## config.mk

```make
export PLATFORM = sky130hd
export DESIGN_NAME = ppf_filter
export DESIGN_NICKNAME = d
export VERILOG_FILES = /design/src/ppf_pkg.sv /design/src/ppf_filter.sv
export SDC_FILE = /design/constraint.sdc
export NUM_CORES = 1
export LEC_CHECK = 0
export BUFFER_PORTS_ARGS = -buffer_cell sky130_fd_sc_hd__buf_2
export CELL_PAD_IN_SITES_DETAIL_PLACEMENT = 0
export CELL_PAD_IN_SITES_GLOBAL_PLACEMENT = 2
export CORE_AREA = 2 2 67 76
export CTS_CLUSTER_DIAMETER = 200
export DETAILED_ROUTE_END_ITERATION = 8
export DIE_AREA = 0 0 69 78
export PLACE_DENSITY = 0.84
export SLEW_MARGIN = 10
export SYNTH_ARGS = -nofsm -noshare
export SYNTH_HDL_FRONTEND = slang
export SYNTH_SLANG_ARGS = --single-unit
```

## constraint.sdc

```tcl
create_clock -name ref_clk -period 2.2 [get_ports ref_clk]
set_clock_uncertainty 0.1 [all_clocks]
set_input_delay 0.44 -clock ref_clk [delete_from_list [all_inputs] [get_ports ref_clk]]
set_output_delay 0.44 -clock ref_clk [all_outputs]
set_load 0.03 [all_outputs]
```

## src/ppf_pkg.sv

```systemverilog
/*
 * ppf_pkg: constants for the protected-port forward filter.
 * Assumes a 12-port switch core; one bit per port in every mask.
 */
package ppf_pkg;
  localparam int PPF_PORTS = 12;
  localparam int PPF_PIDW = 4;
  localparam logic [PPF_PORTS-1:0] PPF_ISO_RST = 12'h000;
  localparam logic [PPF_PORTS-1:0] PPF_ALL_PORTS = 12'hFFF;
  typedef logic [PPF_PORTS-1:0] ppf_mask_t;
  typedef logic [PPF_PIDW-1:0] ppf_port_t;
endpackage : ppf_pkg

```

## src/ppf_filter.sv

```systemverilog
/*
 * ppf_filter: narrows the vlan-table egress mask of each frame by the
 * per-port isolation setting.
 * Assumes the forwarding engine presents one frame per valid cycle, and
 * that configuration arrives as a full mask with a one-cycle write strobe.
 * Assumes all inputs are synchronous to ref_clk and that nrst is released
 * clear of a rising edge.
 * The result of each frame is registered and stands until the next frame;
 * a frame taken in the same cycle as a configuration write is judged with
 * the setting that was in force before that write.
 */
`timescale 1ns/1ps
// Notes on behaviour
// - promiscuous ingress: vlan-table mask only
// - isolated ingress: private mask AND vlan mask
// - isolated ingress reaches promiscuous ports only
// - isolated egress only from promiscuous ingress
// - promiscuous egress accepts any ingress
// - one isolation bit per port, all VLANs
// - all ports promiscuous after reset
module ppf_filter (
  // clock and reset
  input wire logic ref_clk,
  input wire logic nrst,
  // isolation configuration
  input wire ppf_pkg::ppf_mask_t cfgIsoMask,
  input wire logic cfgIsoWr,
  output ppf_pkg::ppf_mask_t isoMask,
  // frame from forwarding engine
  input wire logic frmValid,
  input wire ppf_pkg::ppf_port_t frmSrcPort,
  input wire ppf_pkg::ppf_mask_t frmVlanMask,
  // filtered result
  output logic outValid,
  output ppf_pkg::ppf_mask_t outMask
);
  import ppf_pkg::*;

  ppf_mask_t isoMask_q;
  ppf_mask_t outMask_q;
  logic outValid_q;
  ppf_mask_t pvlanMask;
  wire ppf_mask_t filtMask;
  logic srcIso;
  logic srcInRange;
  // assertion helpers: what the last taken frame was judged with
  ppf_mask_t chkIso_q;
  ppf_mask_t chkVlan_q;
  logic chkSrcIso_q;
  logic chkRange_q;
  logic seenFrame_q;

  // isolation bit of ingress port; out-of-range ports read promiscuous
  assign srcInRange = (32'(frmSrcPort) < PPF_PORTS);
  assign srcIso = srcInRange ? isoMask_q[frmSrcPort] : 1'b0;
  // private mask keeps promiscuous ports only
  assign pvlanMask = ~isoMask_q;

  // per egress port: an isolated source may reach a port only if that
  // port is promiscuous; a promiscuous source sees the vlan table alone.
  // each bit reads the setting only from the registered mask, so a write can never
  // leave a frame judged against a half-updated mask.
  genvar gp;
  generate
    for (gp = 0; gp < PPF_PORTS; gp = gp + 1) begin : g_egress
      logic egrAllow;
      logic egrPass;
      // the private mask bit gates isolated-source frames only
      assign egrAllow = !srcIso || pvlanMask[gp];
      // the vlan-table bit is always required
      assign egrPass = frmVlanMask[gp] & egrAllow;
      assign filtMask[gp] = egrPass;

      // an isolated egress port never hears an isolated source
      chk_port_gate: assert property (@(posedge ref_clk) disable iff (!nrst)
        frmValid && srcIso && isoMask_q[gp] |=> !outMask[gp])
        else $error("isolated port reached from isolated port");

      // a promiscuous egress port follows the vlan table bit
      chk_port_prom: assert property (@(posedge ref_clk) disable iff (!nrst)
        frmValid && !isoMask_q[gp] |=> outMask[gp] == $past(frmVlanMask[gp]))
        else $error("promiscuous port bit altered");

      // no port outside the vlan table is ever added
      chk_port_vlan: assert property (@(posedge ref_clk) disable iff (!nrst)
        frmValid && !frmVlanMask[gp] |=> !outMask[gp])
        else $error("port added outside vlan mask");

      // an isolated egress port does hear a promiscuous source
      chk_port_keep: assert property (@(posedge ref_clk) disable iff (!nrst)
        frmValid && !srcIso && frmVlanMask[gp] |=> outMask[gp])
        else $error("promiscuous source dropped");
    end
  endgenerate

  // isolation register, whole mask replaced in one edge
  always_ff @(posedge ref_clk or negedge nrst) begin
    if (!nrst) begin
      isoMask_q <= PPF_ISO_RST;
    end else if (cfgIsoWr) begin
      isoMask_q <= cfgIsoMask;
    end
  end

  // registered result, one cycle after frame
  always_ff @(posedge ref_clk or negedge nrst) begin
    if (!nrst) begin
      outValid_q <= 1'b0;
      outMask_q <= '0;
    end else begin
      outValid_q <= frmValid;
      if (frmValid) begin
        outMask_q <= filtMask;
      end
    end
  end

  assign outValid = outValid_q;
  assign outMask = outMask_q;
  assign isoMask = isoMask_q;

  // snapshot of the inputs a frame was judged with, for the checks below
  always_ff @(posedge ref_clk or negedge nrst) begin
    if (!nrst) begin
      chkIso_q <= PPF_ISO_RST;
      chkVlan_q <= '0;
      chkSrcIso_q <= 1'b0;
      chkRange_q <= 1'b1;
      seenFrame_q <= 1'b0;
    end else if (frmValid) begin
      chkIso_q <= isoMask_q;
      chkVlan_q <= frmVlanMask;
      chkSrcIso_q <= srcIso;
      chkRange_q <= srcInRange;
      seenFrame_q <= 1'b1;
    end
  end

  // checks
  chk_prom_pass: assert property (@(posedge ref_clk) disable iff (!nrst)
    frmValid && !srcIso |=> outMask == $past(frmVlanMask))
    else $error("promiscuous ingress mask altered");
  chk_iso_and: assert property (@(posedge ref_clk) disable iff (!nrst)
    frmValid && srcIso |=> outMask == ($past(frmVlanMask) & ~$past(isoMask_q)))
    else $error("isolated ingress mask wrong");
  chk_no_iso_iso: assert property (@(posedge ref_clk) disable iff (!nrst)
    frmValid && srcIso |=> (outMask & $past(isoMask_q)) == '0)
    else $error("isolated to isolated forward");
  chk_iso_rx_src: assert property (@(posedge ref_clk) disable iff (!nrst)
    outValid && ((outMask & $past(isoMask_q)) != '0) |-> !$past(srcIso))
    else $error("isolated egress from isolated ingress");
  chk_prom_rx_any: assert property (@(posedge ref_clk) disable iff (!nrst)
    frmValid |=> ((outMask ^ $past(frmVlanMask)) & ~$past(isoMask_q)) == '0)
    else $error("promiscuous egress dropped");
  chk_subset: assert property (@(posedge ref_clk) disable iff (!nrst)
    frmValid |=> (outMask & ~$past(frmVlanMask)) == '0)
    else $error("egress outside vlan mask");
  chk_reset_prom: assert property (@(posedge ref_clk)
    $rose(nrst) |-> isoMask_q == PPF_ISO_RST)
    else $error("ports not promiscuous after reset");
  chk_cfg_whole: assert property (@(posedge ref_clk) disable iff (!nrst)
    cfgIsoWr |=> isoMask_q == $past(cfgIsoMask))
    else $error("isolation update not atomic");
  chk_cfg_hold: assert property (@(posedge ref_clk) disable iff (!nrst)
    !cfgIsoWr |=> $stable(isoMask_q))
    else $error("isolation setting changed without write");
  chk_valid_lat: assert property (@(posedge ref_clk) disable iff (!nrst)
    frmValid |=> outValid)
    else $error("result valid lost");


  // result stands until the next taken frame
  chk_out_hold: assert property (@(posedge ref_clk) disable iff (!nrst)
    !frmValid |=> $stable(outMask))
    else $error("result changed without frame");

  // valid is a single-cycle pulse per frame
  chk_valid_pulse: assert property (@(posedge ref_clk) disable iff (!nrst)
    !frmValid |=> !outValid)
    else $error("result valid without frame");

  // every result matches the setting in force when its frame was taken
  chk_snap_match: assert property (@(posedge ref_clk) disable iff (!nrst)
    outValid |-> outMask == (chkSrcIso_q ? (chkVlan_q & ~chkIso_q) : chkVlan_q))
    else $error("result not from setting at frame time");

  // a frame taken with a write is judged with the old setting
  chk_cfg_next_frame: assert property (@(posedge ref_clk) disable iff (!nrst)
    cfgIsoWr && frmValid |=> chkIso_q == $past(isoMask_q))
    else $error("write applied to its own frame");

  // out-of-range source ports behave as promiscuous
  chk_range_prom: assert property (@(posedge ref_clk) disable iff (!nrst)
    outValid && !chkRange_q |-> outMask == chkVlan_q)
    else $error("out-of-range source filtered");

  // nothing is forwarded before the first frame
  chk_out_idle: assert property (@(posedge ref_clk) disable iff (!nrst)
    !seenFrame_q |-> !outValid && outMask == '0)
    else $error("result before first frame");

  // outputs sit at reset values as reset is released
  chk_reset_out: assert property (@(posedge ref_clk)
    $rose(nrst) |-> !outValid && outMask == '0)
    else $error("outputs not at reset values");

  // while reset is held every port reads promiscuous
  chk_reset_hold: assert property (@(posedge ref_clk)
    !nrst |-> isoMask_q == PPF_ISO_RST)
    else $error("isolation set during reset");

  // main scenarios
  cov_prom_frame: cover property (@(posedge ref_clk) disable iff (!nrst) frmValid && !srcIso);
  cov_range_frame: cover property (@(posedge ref_clk) disable iff (!nrst) frmValid && !srcInRange);
  cov_iso_frame: cover property (@(posedge ref_clk) disable iff (!nrst) frmValid && srcIso);
  cov_cfg_frame: cover property (@(posedge ref_clk) disable iff (!nrst) cfgIsoWr && frmValid);
endmodule : ppf_filter

```

* After elaboration in Yosys (flattened, before gate mapping)
Cells that the tools add are included.
Storage, ports and cells: bits in registers 25, output and inout bits 25, logic and storage cells 34
Cells by class: muxes and demuxes 3, reduce and logical (&&, ||, !) cells 13, order comparisons 2, bitwise logic cells 13
Operators by type and width (number):
- $and 1x1->1 | 12
- $logic_or 1x1->1 | 12
- $not 12->12 | 1
- $lt 4x5->1 const B | 1
- $bmux 1 s4 | 1
- $lt 4x4->1 const B | 1
- $mux 1 | 2
- $logic_not 1->1 | 1

* Longest topological paths before layout
depth after elaboration 6, depth in mapped cells 5, mapped depth without buffers 4

* Worst setup path after synthesis
OpenSTA, ideal clock, no wires.
path kind reg2reg, start reg isoMask_q[11] (netlist: isoMask[11]), end reg outMask_q[1] (netlist: outMask[1]), path buffers 1, cell stages (with the launch flop) 6, setup slack 491 ps, data arrival time 1524 ps, path through dfrtp_1 mux4_2 nor2b_2 o211ai_2 buf_6 o221ai_2
On the way: word-level cells in the longest chain between the ends 6
Ends and longest elaborated chain:
- start, declared | RTL line ppf_filter.sv:39 | ppf_mask_t isoMask_q;
- start signal, assigned | RTL line ppf_filter.sv:101 | isoMask_q <= cfgIsoMask;
- $bmux 1 s4 | RTL line ppf_filter.sv:55 | assign srcIso = srcInRange ? isoMask_q[frmSrcPort] : 1'b0;
- $mux 1 (implied by the code) | RTL line ppf_filter.sv:55
- $mux 1 | RTL line ppf_filter.sv:55
- $logic_not 1->1 | RTL line ppf_filter.sv:69 | assign egrAllow = !srcIso || pvlanMask[gp];
- $logic_or 1x1->1 | RTL line ppf_filter.sv:69
- $and 1x1->1 | RTL line ppf_filter.sv:71 | assign egrPass = frmVlanMask[gp] & egrAllow;
- end signal, assigned | RTL line ppf_filter.sv:113 | outMask_q <= filtMask;
- end, declared | RTL line ppf_filter.sv:40 | ppf_mask_t outMask_q;
Every way passes these cells. The select of a mux whose other input is x is not followed. A chain may end at the register's enable or synchronous reset.

* Worst setup path after layout
start reg isoMask_q[8] (netlist: isoMask[8]), end reg outMask_q[9] (netlist: outMask[9])
The elaborated chain is that of the path after synthesis.

==> metrics.txt <==
status completed; # clock sinks 25; vias in the first global route about 990; # nets final between 150 and 200; fraction of layout cells with a size suffix above 1 a little under three fifths; Worst R2R End outMask[9]; Critical Path End outMask[9]; fmax 495 MHz; top-area cell type share of the netlist area about half; Final ANT Viol Nets 0; via count 954; Starting Density between 20% and 30%; CP endpoint kind flip-flop; first-pass GRT wire length between 4000 and 5000 um; RSZ-0062 raised after global routing no; total CTS buffers 3; top cell type by total area after synthesis dfrtp_1; drt first pass iters 4; Rel. slew slack 46.4%; multi-input logic area 507 um^2; count leader, synth dfrtp_1; Setup crit start isoMask[8]; largest family of logic cells by synthesized area multiplexers; cts hold-fix bufs 0; Data required, critical path 2210 ps; worst-margin pin slew ~800 ps; Post-synth top cells dfrtp_1 (25), inv_1 (24), nand3b_1 (13); Final Critical Period 2020 ps; Die ar. about 0.0054 mm^2; Primary FF master, synth dfrtp_1; fin cells around 210; CTS tree yes; Avg Cell Area, Syn approximately 12 um^2; CP Launch Type flip-flop; WL/cell about 14 um; count of final max-slew check failures 0; H-tree levels 1; CP max stage cell o211ai_2; DP HPWL ~2400 um; crit path max fanout 12; Syn Nets around 130; routability-driven placement congestion ratio a little over 0.7; EDFF count, synth 0; Tot Pwr 0.00118 W; Final Hold Vio Count 0; fin util between 30 and 40%; FF/Latch Area 626 um^2; Clock Tree Buf Depth 2; r2r worst-path depth 4; Netlist cell types 17; crit-path max cell delay approximately 640 ps; # diodes 0; dpl cells approximately 210; clock latency on the worst-skew pair between 200 and 300 ps; antenna violations before repair 0; Seq/Total Area, Yosys 50.1%; IR drop worst, VDD 303 uV; final setup vio count 0; die width just under 70 um; worst r2r src isoMask[8]; Die Span Y 78 um; total track usage 11.2%; Yosys Warn Count 0; Fillers roughly 470; total grt overflow 0; Cell Area, Synth 0.00125 mm^2; ys async rst share 100%; Hold WS about 55 ps; Post-route DRC 0; Leakage roughly 0.80 nW; Hold Path Class in2async; number of DRC markers in iteration 0 61; crit path kind reg2reg; Synth Area in Adders 0%; simple-gate share of the synthesized area a little under a tenth; row cnt 26; Routed WL 2980 um; mux cell area share after synthesis between 10% and 20%; #FFs+latches synth 25; synthesis-to-layout area growth 30.0%; Ports between 50 and 60; CORE AREA around 0.0046 mm^2; Arr. time, crit path about 2000 ps; Final Cycle Share roughly nine tenths; Clock Pin Slew Worst Setup and Hold Paths around 90 ps; xor and xnor fraction of the mapped netlist area 0%; chain of cells forming the critical path mux2i_1 > a221o_1 > o211ai_2 > o221ai_1; max-cap viol count 0; reg-to-reg slack, setup around 180 ps; Post-Synthesis Cells 100; CTS Root Cell clkbuf_8; drt via density about 4.5; largest net degree at the start of global routing 26; IO buf count 56; # resized after CTS 0; Post-CTS Setup Bufs 0; top cells by area, synth dfrtp_1 (50%), o221ai_2 (12%), mux2_2 (11%); Synth Area in Compound Gates approximately 15%; PwrDens around 730 mW/mm^2
==> cell families (layout without fill, tap and decap cells) <==
logic type	Yosys count	in the layout
buf+inv	29	85
flops	25	25
mux	16	16
simple gates	16	16
compound gates	14	14
==> flip-flops by register name (all words and copies together), names as in the netlist <==
register,flops
outValid,1
outMask,12
isoMask,12
==> worst min path at each step <==
stage	end	slack, ps	start	cells past startpoint
floorplan	isoMask[0]	40	nrst	0
global placement	outValid	350	nrst	1
detailed placement	outValid	360	nrst	1
CTS	outMask[1]	70	nrst	1
global route	outMask[8]	90	nrst	1
finish	outMask[1]	50	nrst	1
==> per-stage QoR <==
step	setup TNS, ps	setup slack [ps]	instance area (um^2)
floorplan	0	491	1250
global placement	0	12.1	1580
finish	0	180	1630
CTS	0	144	1630
detailed placement	-138	-58.4	1580
global route	0	14.4	1630
==> area by class of cell <==
cell class	count	share of cell area [%]
Clock buffer	4	2.77
Inverter	24	5.54
Multi-Input combinational cell	46	31.2
Sequential cell	25	38.5
Tap cell	56	4.31
Timing Repair Buffer	57	17.7
==> metal layers <==
metal	vias up	global-route usage [%]	part of all wire, %
met1	459	13.8	41
met3	2	2.47	5.7
met2	31	19.3	52
li1	462	-	-
met4	0	3.53	0.91
met5	-	0	0
==> where the power goes <==
| part | internal (W) | switching, W |
|---|---|---|
| sequential | 0.000514 | 0.0000404 |
| clock | 0.000129 | 0.000140 |
| combinational | 0.000135 | 0.000220 |
| total | 0.000779 | 0.000400 |
==> worst max-delay path: cells and delay by family, from the launching register on <==
kind	cells	cell delay (ps)
DFF	1	420
muxes	1	100
AOI/OAI and AO/OA	3	1240
==> cell usage in the layout, fill, tap and decap left out, drive strengths merged <==
cell type	netlist	layout
dfrtp	25	25
mux2	12	12
nor2b	2	2
mux4	2	2
clkbuf	2	4
buf	3	57
nand3b	13	13
o221ai	12	12
mux2i	2	2
a221o	1	1
nor2	1	1
inv	24	24
o211ai	1	1
Note: power is estimated with default switching activity, not from simulation.
